### config.mk
export PLATFORM = sky130hd
export DESIGN_NAME = qtw_timer_unit
export DESIGN_NICKNAME = d
export VERILOG_FILES = /design/src/design/qtw_match_timer.v /design/src/design/qtw_timer_unit.v
export VERILOG_INCLUDE_DIRS = /design/src /design/src/design
export SDC_FILE = /design/constraint.sdc
export NUM_CORES = 1
export LEC_CHECK = 0
export BUFFER_PORTS_ARGS = -buffer_cell sky130_fd_sc_hd__buf_2
export CORE_ASPECT_RATIO = 0.7
export CORE_UTILIZATION = 45
export CTS_BUF_LIST = sky130_fd_sc_hd__clkbuf_2 sky130_fd_sc_hd__clkbuf_4 sky130_fd_sc_hd__clkbuf_8
export DETAILED_ROUTE_END_ITERATION = 6
export PLACE_DENSITY = 0.66
export SLEW_MARGIN = 10
export SYNTH_ARGS = -nofsm -noshare
export SYNTH_HDL_FRONTEND = slang
export SYNTH_SLANG_ARGS = --single-unit
### constraint.sdc
create_clock -name clk -period 10.5 [get_ports clk]
set_input_delay 0.525 -clock clk [delete_from_list [all_inputs] [get_ports clk]]
set_output_delay 0.525 -clock clk [all_outputs]
set_load 0.005 [all_outputs]
### src/design/qtw_regs.vh
`ifndef QTW_REGS_VH
`define QTW_REGS_VH

// register byte offsets
`define QTW_OFS_CTRL     12'h000
`define QTW_OFS_MASK     12'h004
`define QTW_OFS_STATUS   12'h008
`define QTW_OFS_MATCH0   12'h00c
`define QTW_OFS_MATCH1   12'h010
`define QTW_OFS_MATCH2   12'h014
`define QTW_OFS_MATCH3   12'h018
`define QTW_OFS_COUNT0   12'h01c
`define QTW_OFS_COUNT1   12'h020
`define QTW_OFS_COUNT2   12'h024
`define QTW_OFS_COUNT3   12'h028
`define QTW_OFS_GUARD    12'h02c
`define QTW_OFS_FEED     12'h030
`define QTW_OFS_GCOUNT   12'h034

// control register fields
`define QTW_CTRL_GATE    0
`define QTW_CTRL_SEL_LO  1
`define QTW_CTRL_SEL_HI  2
`define QTW_CTRL_CHAIN   3
`define QTW_CTRL_RUN_LO  4
`define QTW_CTRL_RUN_HI  7
`define QTW_CTRL_FREE_LO 8
`define QTW_CTRL_FREE_HI 11
`define QTW_CTRL_RESET   12'h000

// status register fields
`define QTW_ST_NMI       4
`define QTW_ST_CAUSE     5

// guard register fields
`define QTW_GD_EN        0
`define QTW_GD_NMI_LO    16
`define QTW_GD_NMI_HI    25
`define QTW_GD_NMI_RESET 10'h200
`define QTW_GD_MAX       10'h3ff

// system clock selection codes
`define QTW_SEL_20MHZ    2'h0
`define QTW_SEL_10MHZ    2'h1
`define QTW_SEL_5MHZ     2'h2

// timing
`define QTW_CLK_KHZ      15'h4e20
`define QTW_LFO_KHZ      15'h016d
`define QTW_TICK_MS      32'h0000000a
`define QTW_GUARD_DIV    7'h7f
`define QTW_SHORT_W      12
`define QTW_LONG_W       32
`define QTW_GUARD_W      10

`endif

### src/design/qtw_match_timer.v
`timescale 1ns/10ps
`default_nettype none

// one match counter; width is set per instance
module qtw_match_timer
#(
   parameter W = 32
)
(
   input  wire        clk,
   input  wire        reset,
   input  wire        tick,
   input  wire        run,
   input  wire        freeRun,
   input  wire        restart,
   input  wire [31:0] matchVal,
   output wire [31:0] count,
   output wire        hit
);

   reg [W-1:0] cnt_ff;
   reg         halt_ff;
   reg         hit_ff;
   wire        atMatch;

   assign atMatch = (cnt_ff == matchVal[W-1:0]);
   assign count   = {{(32-W){1'b0}}, cnt_ff};
   assign hit     = hit_ff;

   // single shot halts at match, free running wraps to zero
   always @(posedge clk or posedge reset)
   begin
      if (reset)
      begin
         cnt_ff  <= {W{1'b0}};
         halt_ff <= 1'b0;
         hit_ff  <= 1'b0;
      end
      else if (restart)
      begin
         cnt_ff  <= {W{1'b0}};
         halt_ff <= 1'b0;
         hit_ff  <= 1'b0;
      end
      else
      begin
         hit_ff <= 1'b0;
         if (run && tick && !halt_ff)
         begin
            if (atMatch)
            begin
               hit_ff <= 1'b1;
               cnt_ff <= {W{1'b0}};
               halt_ff <= !freeRun;
            end
            else
               cnt_ff <= cnt_ff + {{(W-1){1'b0}}, 1'b1};
         end
      end
   end

endmodule // qtw_match_timer

`default_nettype wire

### src/design/qtw_timer_unit.v
// How it works
// - two 12-bit match timers on slow oscillator
// - two 32-bit timers on system clock
// - all configured over 32-bit APB slave
// - short timers tick at oscillator over two
// - long timers tick at the selected system clock rate
// - one match register per timer, no capture
// - all timer events share one output
// - timer one may chain from timer zero
// - short timers: single-shot or free-running
// - long timers: single-shot or free-running
// - match sets flag, each individually masked
// - tick exception every fixed 10 ms
// - unfed guard counter asserts system reset
// - guard enabled by software, off after reset
// - guard 10-bit, oscillator over 128
// - guard interrupt at predefined count value
// - guard interrupt drives non-maskable line
// - slow oscillator runs at 365 kHz
// - system clock select 20/10/5 MHz
// - software gates the timer clock
//
// The APB interface to the registers and the placing of the registers are this design's own decisions.
`timescale 1ns/10ps
`include "qtw_regs.vh"
`default_nettype none

module qtw_timer_unit
#(
   parameter TICK_CYCLES = `QTW_TICK_MS * `QTW_CLK_KHZ
)
(
   input  wire        clk,
   input  wire        reset,
   input  wire        psel,
   input  wire        penable,
   input  wire        pwrite,
   input  wire [11:0] paddr,
   input  wire [31:0] pwdata,
   output wire [31:0] prdata,
   output wire        pready,
   output wire        pslverr,
   output wire        timerIrq,
   output wire        tickException,
   output wire        guardNmi,
   output wire        guardReset
);

   ////////////////////////////////////////////////////////////////////////////
   // declarations
   reg  [11:0] ctrl_ff;
   reg  [3:0]  mask_ff;
   reg  [3:0]  flag_ff;
   reg  [31:0] match_ff [0:3];
   reg         gdEn_ff;
   reg  [9:0]  gdNmiVal_ff;
   reg  [9:0]  gdCnt_ff;
   reg         gdNmi_ff;
   reg         gdCause_ff;
   reg         gdReset_ff;
   reg  [14:0] lfoAcc_ff;
   reg         lfoTick_ff;
   reg         lfoHalf_ff;
   reg  [6:0]  gdDiv_ff;
   reg  [1:0]  sysDiv_ff;
   reg  [17:0] tickCnt_ff;
   reg         tickExc_ff;
   reg         irq_ff;
   reg         pready_ff;
   reg         pslverr_ff;
   reg  [31:0] prdata_ff;
   reg  [31:0] nxt_prdata;
   reg         nxt_pslverr;
   reg  [14:0] nxt_lfoAcc;
   wire        access;
   wire        wrDone;
   wire        gate;
   wire        shortTick;
   wire        longTick;
   wire        gdTick;
   wire [3:0]  hit;
   wire [3:0]  restart;
   wire [31:0] count [0:3];
   wire        wrStatus;
   wire        wrFeed;
   localparam [17:0] TICK_LAST = TICK_CYCLES[17:0] - 18'h00001;

   ////////////////////////////////////////////////////////////////////////////
   // apb handshake: one wait state, effect at the edge where pready is high
   assign access = psel && penable && !pready_ff;
   assign wrDone = psel && penable && pready_ff && pwrite;
   assign wrStatus = wrDone && (paddr == `QTW_OFS_STATUS);
   assign wrFeed   = wrDone && (paddr == `QTW_OFS_FEED);

   // read mux and unmapped detection
   always @*
   begin
      nxt_prdata  = 32'h00000000;
      nxt_pslverr = 1'b0;
      if (paddr == `QTW_OFS_CTRL)
         nxt_prdata = {20'h00000, ctrl_ff};
      else if (paddr == `QTW_OFS_MASK)
         nxt_prdata = {28'h0000000, mask_ff};
      else if (paddr == `QTW_OFS_STATUS)
         nxt_prdata = {26'h0000000, gdCause_ff, gdNmi_ff, flag_ff};
      else if (paddr == `QTW_OFS_MATCH0)
         nxt_prdata = match_ff[0];
      else if (paddr == `QTW_OFS_MATCH1)
         nxt_prdata = match_ff[1];
      else if (paddr == `QTW_OFS_MATCH2)
         nxt_prdata = match_ff[2];
      else if (paddr == `QTW_OFS_MATCH3)
         nxt_prdata = match_ff[3];
      else if (paddr == `QTW_OFS_COUNT0)
         nxt_prdata = count[0];
      else if (paddr == `QTW_OFS_COUNT1)
         nxt_prdata = count[1];
      else if (paddr == `QTW_OFS_COUNT2)
         nxt_prdata = count[2];
      else if (paddr == `QTW_OFS_COUNT3)
         nxt_prdata = count[3];
      else if (paddr == `QTW_OFS_GUARD)
         nxt_prdata = {6'h00, gdNmiVal_ff, 15'h0000, gdEn_ff};
      else if (paddr == `QTW_OFS_GCOUNT)
         nxt_prdata = {22'h000000, gdCnt_ff};
      else if (paddr != `QTW_OFS_FEED)
         nxt_pslverr = 1'b1;                // feed reads zero without error
   end

   // answer registers; data valid together with pready
   always @(posedge clk or posedge reset)
   begin
      if (reset)
      begin
         pready_ff  <= 1'b0;
         pslverr_ff <= 1'b0;
         prdata_ff  <= 32'h00000000;
      end
      else
      begin
         pready_ff  <= access;
         pslverr_ff <= access && nxt_pslverr;
         if (access && !pwrite)
            prdata_ff <= nxt_prdata;
      end
   end

   ////////////////////////////////////////////////////////////////////////////
   // configuration registers
   always @(posedge clk or posedge reset)
   begin
      if (reset)
      begin
         ctrl_ff     <= `QTW_CTRL_RESET;
         mask_ff     <= 4'h0;
         match_ff[0] <= 32'h00000000;
         match_ff[1] <= 32'h00000000;
         match_ff[2] <= 32'h00000000;
         match_ff[3] <= 32'h00000000;
         gdNmiVal_ff <= `QTW_GD_NMI_RESET;
      end
      else if (wrDone)
      begin
         if (paddr == `QTW_OFS_CTRL)
            ctrl_ff <= pwdata[11:0];
         else if (paddr == `QTW_OFS_MASK)
            mask_ff <= pwdata[3:0];
         else if (paddr == `QTW_OFS_MATCH0)
            match_ff[0] <= {20'h00000, pwdata[`QTW_SHORT_W-1:0]};
         else if (paddr == `QTW_OFS_MATCH1)
            match_ff[1] <= {20'h00000, pwdata[`QTW_SHORT_W-1:0]};
         else if (paddr == `QTW_OFS_MATCH2)
            match_ff[2] <= pwdata;
         else if (paddr == `QTW_OFS_MATCH3)
            match_ff[3] <= pwdata;
         else if (paddr == `QTW_OFS_GUARD && !gdEn_ff)
            gdNmiVal_ff <= pwdata[`QTW_GD_NMI_HI:`QTW_GD_NMI_LO];
      end
   end

   ////////////////////////////////////////////////////////////////////////////
   // slow oscillator as an exact fractional enable: 365 kHz out of 20 MHz
   always @*
   begin
      nxt_lfoAcc = lfoAcc_ff + `QTW_LFO_KHZ;
      if (nxt_lfoAcc >= `QTW_CLK_KHZ)
         nxt_lfoAcc = nxt_lfoAcc - `QTW_CLK_KHZ;
   end

   // the oscillator runs regardless of the gate so the guard keeps time
   always @(posedge clk or posedge reset)
   begin
      if (reset)
      begin
         lfoAcc_ff  <= 15'h0000;
         lfoTick_ff <= 1'b0;
         lfoHalf_ff <= 1'b0;
         gdDiv_ff   <= 7'h00;
         sysDiv_ff  <= 2'h0;
      end
      else
      begin
         sysDiv_ff  <= sysDiv_ff + 2'h1;
         lfoAcc_ff  <= nxt_lfoAcc;
         lfoTick_ff <= (lfoAcc_ff + `QTW_LFO_KHZ >= `QTW_CLK_KHZ);
         if (lfoTick_ff)
         begin
            lfoHalf_ff <= !lfoHalf_ff;
            gdDiv_ff   <= gdDiv_ff + 7'h01;
         end
      end
   end

   assign gate      = ctrl_ff[`QTW_CTRL_GATE];
   assign shortTick = gate && lfoTick_ff && lfoHalf_ff;
   assign gdTick    = lfoTick_ff && (gdDiv_ff == `QTW_GUARD_DIV);

   // system clock rate for the long timers; full rate, half or quarter
   assign longTick = gate &&
      ((ctrl_ff[`QTW_CTRL_SEL_HI:`QTW_CTRL_SEL_LO] == `QTW_SEL_20MHZ) ||
       (ctrl_ff[`QTW_CTRL_SEL_HI:`QTW_CTRL_SEL_LO] == `QTW_SEL_10MHZ &&
        sysDiv_ff[0] == 1'b1) ||
       (ctrl_ff[`QTW_CTRL_SEL_HI:`QTW_CTRL_SEL_LO] == `QTW_SEL_5MHZ &&
        sysDiv_ff == 2'h3));

   ////////////////////////////////////////////////////////////////////////////
   // four match timers; a control write that changes a timer's run bit restarts that timer from zero
   genvar i;
   generate
      for (i = 0; i < 4; i = i + 1)
      begin : gTimer
         wire tmTick;
         // only timer one may chain; it then counts timer zero matches
         assign tmTick = (i >= 2) ? longTick :
                         (i == 1 && ctrl_ff[`QTW_CTRL_CHAIN]) ? hit[0] :
                         shortTick;
         assign restart[i] = wrDone && (paddr == `QTW_OFS_CTRL) &&
                             (pwdata[`QTW_CTRL_RUN_LO + i] != ctrl_ff[`QTW_CTRL_RUN_LO + i]);
         qtw_match_timer
         #(
            .W ((i < 2) ? `QTW_SHORT_W : `QTW_LONG_W)
         )
         uTimer
         (
            .clk      (clk),
            .reset    (reset),
            .tick     (tmTick),
            .run      (ctrl_ff[`QTW_CTRL_RUN_LO + i]),
            .freeRun  (ctrl_ff[`QTW_CTRL_FREE_LO + i]),
            .restart  (restart[i]),
            .matchVal (match_ff[i]),
            .count    (count[i]),
            .hit      (hit[i])
         );
         // sticky flag; a match in the clearing cycle wins
         always @(posedge clk or posedge reset)
         begin
            if (reset)
               flag_ff[i] <= 1'b0;
            else if (hit[i])
               flag_ff[i] <= 1'b1;
            else if (wrStatus && pwdata[i])
               flag_ff[i] <= 1'b0;
         end
      end
   endgenerate

   // common output line; mask gates the line, never the flag
   always @(posedge clk or posedge reset)
   begin
      if (reset)
         irq_ff <= 1'b0;
      else
         irq_ff <= |(flag_ff & mask_ff);
   end

   ////////////////////////////////////////////////////////////////////////////
   // periodic tick: one pulse per fixed interval, not affected by the gate
   always @(posedge clk or posedge reset)
   begin
      if (reset)
      begin
         tickCnt_ff <= 18'h00000;
         tickExc_ff <= 1'b0;
      end
      else if (tickCnt_ff == TICK_LAST)
      begin
         tickCnt_ff <= 18'h00000;
         tickExc_ff <= 1'b1;
      end
      else
      begin
         tickCnt_ff <= tickCnt_ff + 18'h00001;
         tickExc_ff <= 1'b0;
      end
   end

   ////////////////////////////////////////////////////////////////////////////
   // guard counter: enable only by software; expiry resets and disables
   always @(posedge clk or posedge reset)
   begin
      if (reset)
      begin
         gdEn_ff    <= 1'b0;
         gdCnt_ff   <= 10'h000;
         gdReset_ff <= 1'b0;
      end
      else
      begin
         gdReset_ff <= 1'b0;
         if (gdEn_ff && gdTick && gdCnt_ff == `QTW_GD_MAX)
         begin
            gdReset_ff <= 1'b1;
            gdEn_ff    <= 1'b0;
            gdCnt_ff   <= 10'h000;
         end
         else if (wrFeed)
            gdCnt_ff <= 10'h000;
         else if (gdEn_ff && gdTick)
            gdCnt_ff <= gdCnt_ff + 10'h001;
         // a write of zero cannot switch the guard off once running
         if (wrDone && paddr == `QTW_OFS_GUARD && pwdata[`QTW_GD_EN])
            gdEn_ff <= 1'b1;
      end
   end

   // nmi flag and reset cause; set wins over a clearing write
   always @(posedge clk or posedge reset)
   begin
      if (reset)
      begin
         gdNmi_ff   <= 1'b0;
         gdCause_ff <= 1'b0;
      end
      else
      begin
         // raised on the tick that brings the count onto the preset value
         if (gdEn_ff && gdTick && (gdCnt_ff + 10'h001) == gdNmiVal_ff)
            gdNmi_ff <= 1'b1;
         else if (wrStatus && pwdata[`QTW_ST_NMI])
            gdNmi_ff <= 1'b0;
         if (gdReset_ff)
            gdCause_ff <= 1'b1;
         else if (wrStatus && pwdata[`QTW_ST_CAUSE])
            gdCause_ff <= 1'b0;
      end
   end

   ////////////////////////////////////////////////////////////////////////////
   // outputs
   assign prdata        = prdata_ff;
   assign pready        = pready_ff;
   assign pslverr       = pslverr_ff;
   assign timerIrq      = irq_ff;
   assign tickException = tickExc_ff;
   assign guardNmi      = gdNmi_ff;
   assign guardReset    = gdReset_ff;

endmodule // qtw_timer_unit

`default_nettype wire

# Yosys cells after proc, flatten, opt, wreduce, memory -nomap -nowiden
# Index checks and enable logic that the tools add are counted.
# Widths: inputs -> output; s select.
[totals]
register_bits = 308
inputBits = 49
[op_classes]
addsub = 10
n_lt_le_gt_ge = 1
n_eq_ne = 29
mux = 85
bitwise_logic = 7
n_reduce_logical = 83
[op_table]
columns = ["op", "n"]
rows = [
  ["$mux 32", 17],
  ["$eq 12x6->1 const B", 6],
  ["$mux 12", 6],
  ["$add 32x1->32 const B", 2],
  ["$eq 32x32->1", 2],
  ["$mux 1", 55],
  ["$eq 12x5->1 const B", 4],
  ["$mux 10", 4],
  ["$logic_and 1x1->1", 39],
  ["$reduce_bool 2->1", 15],
  ["$mux 26", 1],
  ["$add 12x1->12 const B", 2],
  ["$eq 12x12->1", 2],
  ["$eq 12x4->1 const B", 2],
  ["$add 18x1->18 const B", 1],
  ["$eq 18x18->1 const B", 1],
  ["$mux 18", 1],
  ["$add 15x9->15 const B", 1],
  ["$ge 15x15->1 const B", 1],
  ["$mux 15", 1],
  ["$sub 15x15->15 const B", 1],
  ["$eq 12x3->1 const B", 1],
  ["$logic_not 1->1", 12],
  ["$logic_not 12->1", 1],
  ["other kinds (23)", 37],
]

# Logic depth before layout (Yosys ltp)
# Gate-level depths: netlist (run 1).
[logic_depth]
depth_word = 16
mapped_depth = 11
ltp_nobuf = 10

# Hierarchy
# From an unflattened synthesis (run 1), not the netlist that was laid out.
[hier_totals]
hier_cells = 1755
hier_area_um2 = 17619.4
[by_module_without_submodules]
columns = ["mod", "instances", "cells_each", "area_each_um2", "seq_area_each_um2"]
rows = [
  ["qtw_timer_unit", 1, 1073, 11288.3, 5306.3],
  ["qtw_match_timer at gTimer[2].uTimer ...", 2, 231, 2109.5, 850.8],
  ["qtw_match_timer at gTimer[0].uTimer ...", 2, 110, 1056.0, 350.3],
]

# Least setup slack after synthesis (run 1)
# OpenSTA, ideal clock, no wires.
[synth_path]
path_type = "input -> register"
start = "in paddr[4]"
end = "reg gTimer[2].uTimer.cnt_ff[27]"
arrival_ps = 2836
required_time_ps = 10421
path_slack_ps = 7586
path_stages = 10
n_path_buf = 3
path_cell_list = "buf_6 > or4_4 > buf_6 > nor2_8 > nand3_4 > a21o_1 > or4_1 > buf_2 > or3_1 > a21oi_1"
[synth_between]
elab_chain_cells = 4
word_cells_on_any_way = 5
cone_classes = "mux: 1; reduce/logical: 4"
[synth_rtl]
columns = ["item", "line_no", "rtl"]
rows = [
  ["from (decl)", "qtw_timer_unit.v:38", "input wire [11:0] paddr,"],
  ["$logic_not 12->1 (no line) (*)", "-", ""],
  ["$logic_and 1x1->1 (*) (2 in a row)", "qtw_timer_unit.v:237", "assign restart[i] = wrDone && (paddr == `QTW_OFS_CTRL) &&"],
  ["$mux 32 or $reduce_bool 2->1 (tied branches)", "-", ""],
  ["to (signal assigned)", "qtw_match_timer.v:35", "cnt_ff <= {W{1'b0}};"],
  ["to (signal assigned)", "qtw_match_timer.v:41", "cnt_ff <= {W{1'b0}};"],
  ["to (signal assigned)", "qtw_match_timer.v:53", "cnt_ff <= {W{1'b0}};"],
  ["to (decl)", "qtw_match_timer.v:21", "reg [W-1:0] cnt_ff;"],
]
# Mark *: on every way between the ends. The rest lies on a longest branch, timed or not.
# A chain may end at the register's enable or synchronous reset.

# Final worst setup path (run 1)
[layout_path]
start = "reg ctrl_ff[2]"
end = "reg gTimer[2].uTimer.cnt_ff[30]"
[layout_between]
elab_chain_cells = 8
word_cells_on_any_way = 11
cone_classes = "eq/ne: 2; reduce/logical: 9"
[layout_rtl]
columns = ["item", "line_no", "rtl"]
rows = [
  ["from (decl)", "qtw_timer_unit.v:51", "reg [11:0] ctrl_ff;"],
  ["from (signal assigned)", "qtw_timer_unit.v:154", "ctrl_ff <= `QTW_CTRL_RESET;"],
  ["from (signal assigned)", "qtw_timer_unit.v:165", "ctrl_ff <= pwdata[11:0];"],
  ["$eq 2x1->1 (no line)", "-", ""],
  ["$logic_and 1x1->1", "qtw_timer_unit.v:221", "(ctrl_ff[`QTW_CTRL_SEL_HI:`QTW_CTRL_SEL_LO] == `QTW_SEL_10MHZ &&"],
  ["$logic_or 1x1->1", "qtw_timer_unit.v:220", "((ctrl_ff[`QTW_CTRL_SEL_HI:`QTW_CTRL_SEL_LO] == `QTW_SEL_20MHZ) ||"],
  ["$logic_or 1x1->1 (*)", "qtw_timer_unit.v:220", ""],
  ["$logic_and 1x1->1 (*)", "qtw_timer_unit.v:219", "assign longTick = gate &&"],
  ["$logic_and 1x1->1 (*) (2 in a row)", "qtw_match_timer.v:48", "if (run && tick && !halt_ff)"],
  ["$reduce_bool 2->1 (no line) (*)", "-", ""],
  ["to (signal assigned)", "qtw_match_timer.v:41", ""],
  ["to (signal assigned)", "qtw_match_timer.v:53", ""],
  ["to (signal assigned)", "qtw_match_timer.v:57", "cnt_ff <= cnt_ff + {{(W-1){1'b0}}, 1'b1};"],
]
# Marks and branches as above.

==> flow_metrics.py, run 1 <==
metrics = {
    "run_status": {
        "status": "completed",
    },
    "synth": {
        "postSynthRegisterBits": 308,
        "synth-main-ff-cell": "dfrtp_1",
        "post_synth_fa_ha_maj_area_fraction_pct": 0.761,
        "synth-xor-area-share_pct": 11.0,
        "syn_nets": 1705,
        "syn-cell-area_um2": 16400,
        "synthMuxAreaShare_pct": 8.84,
        "avgSynthCellArea_um2": 9.98,
        "portion_of_synthesized_cell_area_occupied_by_the_leading_cell_type_pct": 46.8,
        "ys_warn_count": 0,
        "synth_enable_flop_cells": 0,
        "ys_async_sr_fraction_pct": 100,
        "synth_cells": 1646,
        "synth_top_family_by_area": "simple AND/OR/NAND/NOR gates",
        "synth.lib_cells_used.distinct": 74,
        "synth_top_cell_by_area": "dfrtp_1",
        "yosys-top-cells-area": "dfrtp_1 47%, mux2_2 8.3%, xor2_1 7.3%",
        "synth.yosys.seq_area_share_pct": 46.9,
        "post_synth_and_or_nand_nor_area_fraction_pct": 16.5,
        "post_synthesis_compound_gate_area_fraction_pct": 13.4,
    },
    "routing": {
        "detailroute.via_count": 13548,
        "routedWlPerCell_um": 23.0,
        "detail_route.vias_per_cell": 6.05,
        "drt_pass1_iterations": 7,
        "final_antenna_net_count": 0,
        "route.detailed.drc": 0,
        "wl_mm": 51.6,
        "dr.first_iter.drc_count": 1685,
    },
    "sta": {
        "report.final.slew_viol_count": 0,
        "layout_worst_path_cycle_share_pct": 35.4,
        "final-setup-viol-count": 0,
        "final_period_minus_worst_setup_slack_ps": 3720,
        "postLayoutSetupSlackWorst_ps": 6780,
        "tns_ps": 0,
        "maxClockFrequency_mhz": 269,
        "finClkSkew_ps": 37.1,
        "tightestPinTransition_ps": 1290,
        "setup_repair_after_global_routing_missed_its_margin": "no",
        "timing.max_slew.rel_slack_pct": 13.5,
        "hold_violations": 0,
    },
    "pwr": {
        "power.switching_uw": 570,
        "share_clk_of_total_power_pct": 47.3,
        "totalPowerFinal_mw": 2.42,
        "power_density_nw_per_um2": 132,
        "pwr-share-comb_pct": 3.5,
        "switching_portion_of_total_power_pct": 23.5,
        "share_seq_of_total_power_pct": 49.1,
        "p_int_mw": 1.85,
        "vdd_drop_max_uv": 77.5,
        "power_leakage_nw": 8.63,
    },
    "clock_network": {
        "number_of_setup_buffers_added_after_cts": 0,
        "tritoncts": "yes",
        "tritoncts.num_buffers": 51,
        "cts_hold_buf": 0,
        "cts_root_buffer": "clkbuf_8",
        "clockBufferDepth": 3,
        "h-tree-depth": 2,
        "cts_resized": 0,
        "cts.clk_slew.worst_paths_ps": 70,
        "cts.sink_count": 308,
        "clock_latency_late_sink_ps": 610,
    },
    "setup_path": {
        "timing.critical_path.slowest_cell_delay_ps": 680,
        "critical_path.n_buffers_inverters": 0,
        "timing.critical_path.to_type": "register",
        "critical-path-slowest-cell": "a211oi_1",
        "timing.setup.critical_path_class": "reg -> reg",
        "worst-endpoint-required_ps": 10990,
        "setup.worst_path.start_class": "register",
        "cpLargestDelayFamily": "simple AND/OR/NAND/NOR gates",
        "crit_path_cell_trace": "nor2b_1 > o22ai_1 > nand4b_1 > a211oi_1 > nand4_1 > or3_1 > a21oi_1",
        "critical_path_peak_fanout": 12,
        "cp_data_arrival_time_ps": 4200,
    },
    "global_routing": {
        "grt_first_pass_wirelength_mm": 79.6,
        "number_of_antenna_violations_at_the_first_check_in_global_routing": 2,
        "global_route.usage.total_pct": 27.9,
        "grt_ovf": 0,
        "grt_pass1_vias": 13049,
        "pin_count_of_the_biggest_net_entering_global_routing": 132,
    },
    "floorplanning": {
        "die_width_um": 230,
        "core_area_um2": 35900,
        "floorplan.initialDensity_pct": 45.7,
        "die_height_um": 162,
        "std_cell_rows": 58,
        "floorplan.die_area_um2": 37300,
        "top_level_ports": 87,
    },
    "place": {
        "port_buffers": 86,
        "dp_hpwl_mm": 37.1,
        "detailedPlace.worstSlack_ps": 6570,
        "globalplace.congestion": 0.991,
    },
    "layout": {
        "area_growth_pct": 11.9,
        "fin_nets": 1782,
        "share_of_post_route_cells_with_drive_strength_above_1_pct": 19.1,
    },
    "job": {
        "max_cap_violations": 0,
    },
    "min_path": {
        "hp-class": "in -> async",
    },
}
==> placed cells by master (no fill, tap or decap), types with 8 or more instances in the layout <==
| master | instances |
|---|---|
| dfrtp_1 | 307 |
| nor2_1 | 168 |
| xor2_1 | 137 |
| nand2_1 | 127 |
| mux2_2 | 121 |
| o21ai_0 | 87 |
| buf_2 | 86 |
| a21oi_1 | 82 |
| xnor2_1 | 70 |
| clkbuf_8 | 61 |
| nand3_1 | 52 |
| nand4_1 | 31 |
| and3_1 | 27 |
| nor4_1 | 26 |
| inv_1 | 24 |
| or3_1 | 23 |
| a22oi_1 | 21 |
| clkbuf_4 | 20 |
| nor3_1 | 19 |
| a21o_1 | 19 |
| nor2b_1 | 15 |
| buf_4 | 15 |
| nand2b_1 | 13 |
| o22ai_1 | 13 |
| a221oi_1 | 13 |
| a31oi_1 | 11 |
| a22o_1 | 10 |
| a222oi_1 | 10 |
| ha_1 | 10 |
| a211oi_1 | 9 |
| mux2i_1 | 9 |
| a221o_1 | 8 |
| o31ai_1 | 8 |
| o211ai_1 | 8 |
| o311ai_0 | 8 |
==> final cells by class <==
class | instances | area (um^2)
Clock buffer | 81 | 990
Multi-Input combinational cell | 1236 | 8340
Fill cell | 3274 | 17500
Timing Repair Buffer | 101 | 543
Antenna cell | 2 | 5.00
Sequential cell | 308 | 7710
Tap cell | 480 | 601
Inverter | 25 | 101
Clock inverter | 8 | 98.8
==> Yosys cell counts (4+ instances only) <==
| cell type | count |
|---|---|
| dfrtp_1 | 307 |
| nor3_1 | 20 |
| or2_2 | 6 |
| o311ai_0 | 8 |
| clkbuf_1 | 65 |
| a21boi_0 | 5 |
| buf_2 | 7 |
| a2111oi_0 | 4 |
| nor3b_1 | 5 |
| mux2i_1 | 9 |
| nand4_1 | 31 |
| a222oi_1 | 10 |
| nor2b_1 | 15 |
| and3_1 | 27 |
| xnor2_1 | 70 |
| nand3b_1 | 6 |
| nand2b_1 | 13 |
| o22ai_1 | 13 |
| o211ai_1 | 8 |
| nand3_1 | 52 |
| a221o_1 | 8 |
| xor2_1 | 137 |
| a21oi_1 | 82 |
| a31oi_1 | 11 |
| a211oi_1 | 9 |
| ha_1 | 10 |
| or3_1 | 24 |
| a22oi_1 | 21 |
| o31ai_1 | 8 |
| nor4_1 | 26 |
| nor2_1 | 171 |
| nand2_1 | 127 |
| inv_1 | 25 |
| o21ai_0 | 87 |
| a221oi_1 | 13 |
| a22o_1 | 10 |
| mux2_2 | 121 |
| and2_1 | 6 |
| a21o_1 | 19 |
==> per-layer routing <==
metal | share of wire [%] | vias up | GRT usage (%)
met5 | 0 | - | 0
li1 | - | 6072 | -
met2 | 40 | 636 | 36.9
met4 | 2.2 | 0 | 7.13
met3 | 12 | 90 | 9.01
met1 | 46 | 6750 | 43.1
==> through the flow <==
stage / utilization (%) / instances / hold WS, ps / cell area, um^2
final: 51.2 / 2241 / 118 / 18400
after global placement: 48.1 / 2150 / 414 / 17300
after global routing: 51.2 / 2240 / 154 / 18400
after CTS: 51.2 / 2239 / 141 / 18400
after detailed placement: 48.1 / 2150 / 425 / 17300
after floorplan: - / 1646 / 404 / 16400
==> path summary, 6_finish.rpt <==
kind	startpoint	end	slack, ps	cells after the start
worst min-delay path	reset	gdDiv_ff[1]$_DFFE_PP0P_	120	2
worst min register to register	gTimer[2].uTimer.hit$_DFF_PP0_	flag_ff[2]$_DFFE_PP0P_	430	1
min in group clk	pwdata[25]	match_ff[25]$_DFFE_PP0P_	180	2
max in group asynchronous	reset	prdata[14]$_DFFE_PP0P_	8290	4
worst max register to register	ctrl_ff[2]$_DFFE_PP0P_	gTimer[2].uTimer.count[30]$_DFFE_PP0P_	6780	7
worst max-delay path	ctrl_ff[2]$_DFFE_PP0P_	gTimer[2].uTimer.count[30]$_DFFE_PP0P_	6780	7
==> cell families after synthesis <==
family	count (synthesis)
xor gates and xnor gates	207
and+or+nand+nor	550
AOI/OAI and AO/OA	339
adders and majority gates	10
buffers and inverters	102
DFF	308
muxes	130
==> worst reg2reg max path, stage by stage, from the launching register on <==
cell	delay [ps]
dfrtp_1	410
nor2b_1	140
o22ai_1	570
nand4b_1	570
a211oi_1	680
nand4_1	540
or3_1	520
a21oi_1	160
==> state kept, by name, summed over array words and instances (netlist names), 7 cells and up <==
name	count
gTimer.uTimer.cnt_ff	24
gTimer.uTimer.count	64
gdCnt_ff	10
gdNmiVal_ff	10
ctrl_ff	12
prdata	32
gdDiv_ff	7
match_ff	88
tickCnt_ff	18
lfoAcc_ff	15
==> power by group through the flow <==
stage          Combinational, mW  Sequential [mW]  Clock (mW)
3_3_place_gp              0.0849             1.21           0
5_1_grt                   0.0948             1.19        1.22
3_5_place_dp              0.0855             1.21           0
2_1_floorplan             0.0467             1.21           0
4_1_cts                   0.0857             1.19        1.17
6_report                  0.0860             1.19        1.15
Note: power is estimated with default switching activity, not from simulation.
==> run 2: changes to the inputs <==
--- a/config.mk
+++ b/config.mk
@@ -11,7 +11,7 @@
 export CORE_UTILIZATION = 45
 export CTS_BUF_LIST = sky130_fd_sc_hd__clkbuf_2 sky130_fd_sc_hd__clkbuf_4 sky130_fd_sc_hd__clkbuf_8
 export DETAILED_ROUTE_END_ITERATION = 6
-export PLACE_DENSITY = 0.66
+export PLACE_DENSITY = 0.68
 export SLEW_MARGIN = 10
 export SYNTH_ARGS = -nofsm -noshare
 export SYNTH_HDL_FRONTEND = slang
==> constraint.sdc (replaced) <==
create_clock -name clk -period 3.42 [get_ports clk]
set_input_delay 0.171 -clock clk [delete_from_list [all_inputs] [get_ports clk]]
set_output_delay 0.171 -clock clk [all_outputs]
set_load 0.005 [all_outputs]
==> run 2 against run 1 <==
Critical path depth up 2. Clock power rose to 3.0 times the previous value. Via count up 4.1%. Clock skew down 7.6 ps.
==> flow_metrics.py, run 2 (synthesized netlist as in run 1, its figures left out) <==
metrics = {
    "clock_network": {
        "clockBufferDepth": 3,
        "cts.clk_slew.worst_paths_ps": 70,
        "cts_resized": 0,
        "tritoncts": "yes",
        "number_of_setup_buffers_added_after_cts": 0,
        "tritoncts.num_buffers": 50,
        "cts_root_buffer": "clkbuf_8",
        "cts.sink_count": 308,
        "h-tree-depth": 2,
        "clock_latency_late_sink_ps": 610,
    },
    "place": {
        "globalplace.congestion": 0.964,
        "detailedPlace.worstSlack_ps": 229,
        "port_buffers": 86,
        "detailed_place.area_um2": 17600,
        "dp_hpwl_mm": 38.0,
    },
    "sta": {
        "hold_violations": 0,
        "tightestPinTransition_ps": 691,
        "final-setup-viol-count": 0,
        "layout_worst_path_cycle_share_pct": 94.2,
        "finClkSkew_ps": 29.5,
        "report.final.slew_viol_count": 0,
        "setup_repair_after_global_routing_missed_its_margin": "no",
        "postLayoutSetupSlackWorst_ps": 197,
        "timing.max_slew.rel_slack_pct": 52.7,
        "final_period_minus_worst_setup_slack_ps": 3220,
        "maxClockFrequency_mhz": 310,
        "tns_ps": 0,
    },
    "floorplanning": {
        "die_width_um": 230,
        "floorplan.initialDensity_pct": 45.7,
        "die_height_um": 162,
        "std_cell_rows": 58,
        "core_area_um2": 35900,
        "floorplan.die_area_um2": 37300,
        "top_level_ports": 87,
    },
    "layout": {
        "layout_commonest_cell": "dfrtp_1",
        "fin_area_um2": 19100,
        "top_library_cells_by_usage_in_the_layout_fill_and_taps_aside": "307 x dfrtp_1, 169 x nor2_1, 137 x xor2_1",
        "registers.top_by_ff_count": "match_ff",
        "area_growth_pct": 16.0,
        "fillerInstances": 3262,
        "fin_util_pct": 53.1,
        "max_ffs_per_register": 88,
        "share_of_post_route_cells_with_drive_strength_above_1_pct": 20.0,
        "fin_nets": 1853,
    },
    "routing": {
        "dr.first_iter.drc_count": 1690,
        "wl_mm": 52.8,
        "final_antenna_net_count": 0,
        "detail_route.vias_per_cell": 6.11,
        "route.detailed.drc": 0,
        "drt_pass1_iterations": 7,
        "routedWlPerCell_um": 22.8,
        "detailroute.via_count": 14101,
    },
    "min_path": {
        "hp-class": "in -> reg",
    },
    "setup_path": {
        "worst-endpoint-required_ps": 3910,
        "timing.critical_path.to_type": "register",
        "cp_data_arrival_time_ps": 3710,
        "timing.setup.critical_path_class": "reg -> reg",
        "critical_path_peak_fanout": 8,
        "setup.worst_path.start_class": "register",
    },
    "job": {
        "max_cap_violations": 0,
    },
    "pwr": {
        "power_density_nw_per_um2": 391,
        "vdd_drop_max_uv": 205,
        "power_leakage_nw": 8.97,
    },
    "global_routing": {
        "grt_ovf": 0,
        "pin_count_of_the_biggest_net_entering_global_routing": 80,
        "global_route.usage.total_pct": 28.5,
        "grt_first_pass_wirelength_mm": 81.5,
        "number_of_antenna_violations_at_the_first_check_in_global_routing": 4,
        "grt_pass1_vias": 13289,
    },
    "run_status": {
        "status": "completed",
    },
}
-- run 2: worst max-delay path, cell delays in order, from the launching register on --
cell and delay (ps):
dfrtp_1 430, ha_1 280, o31a_1 390, nand3b_1 120, a2bb2o_1 280, o31a_1 400, a21oi_1 360, o211ai_1 170
or3b_2 490, and4_1 190
-- run 2: through the flow --
| stage | power [mW] | hold WS [ps] | std cells |
|---|---|---|---|
| finish | 7.46 | 62.8 | 2309 |
| CTS | 7.52 | 31.9 | 2308 |
| global placement | 3.99 | 280 | 2185 |
| detailed placement | 4.00 | 283 | 2185 |
| global route | 7.72 | 88.3 | 2309 |
| floorplan | 3.86 | 288 | 1646 |
-- run 2: what timing repair did --
item,in CTS,in global routing
endpoints found under the hold margin,137,0
hold buffers,37,0
setup endpoints to repair,0,0
-- run 2: path summary, 6_finish.rpt --
check                                          startpoint                        to  slack (ps)  cells past startpoint
setup / recovery                   lfoAcc_ff[0]$_DFF_PP0_    lfoAcc_ff[8]$_DFF_PP0_         200                      9
hold / removal                                   paddr[6]     prdata[5]$_DFFE_PP0P_          60                      5
setup reg to reg                   lfoAcc_ff[0]$_DFF_PP0_    lfoAcc_ff[8]$_DFF_PP0_         200                      9
hold reg to reg            gTimer[3].uTimer.hit$_DFF_PP0_    flag_ff[3]$_DFFE_PP0P_         430                      1
max in group asynchronous                           reset  tickCnt_ff[11]$_DFF_PP0_        2250                      4
min in group asynchronous                           reset  match_ff[67]$_DFFE_PP0P_         210                      3
-- run 2: metal layers --
layer / up-vias / track usage [%] / wire length [um]
met4: 0 / 6.23 / 873
li1: 6209 / - / -
met5: - / 0 / 0
met3: 85 / 7.55 / 6210
met2: 745 / 38.9 / 21200
met1: 7062 / 44.5 / 24400
-- run 2: area by class of cell --
type	count	area [um^2]	share of cell area [%]
flip-flops and latches	308	7710	40.5
diodes	1	2.50	0.0131
well taps	480	601	3.15
clock buffers	78	986	5.17
inverters	25	97.6	0.512
clock inverters	8	92.6	0.486
repair buffers	173	1240	6.50
multi-input cells	1236	8330	43.7
-- run 2: report_power, final --
part | leakage, nW | switching [mW] | internal [mW]
logic | 4.32 | 0.221 | 0.0971
registers | 4.07 | 0.00311 | 3.65
clock network | 0.573 | 1.52 | 1.97
total | 8.97 | 1.74 | 5.72
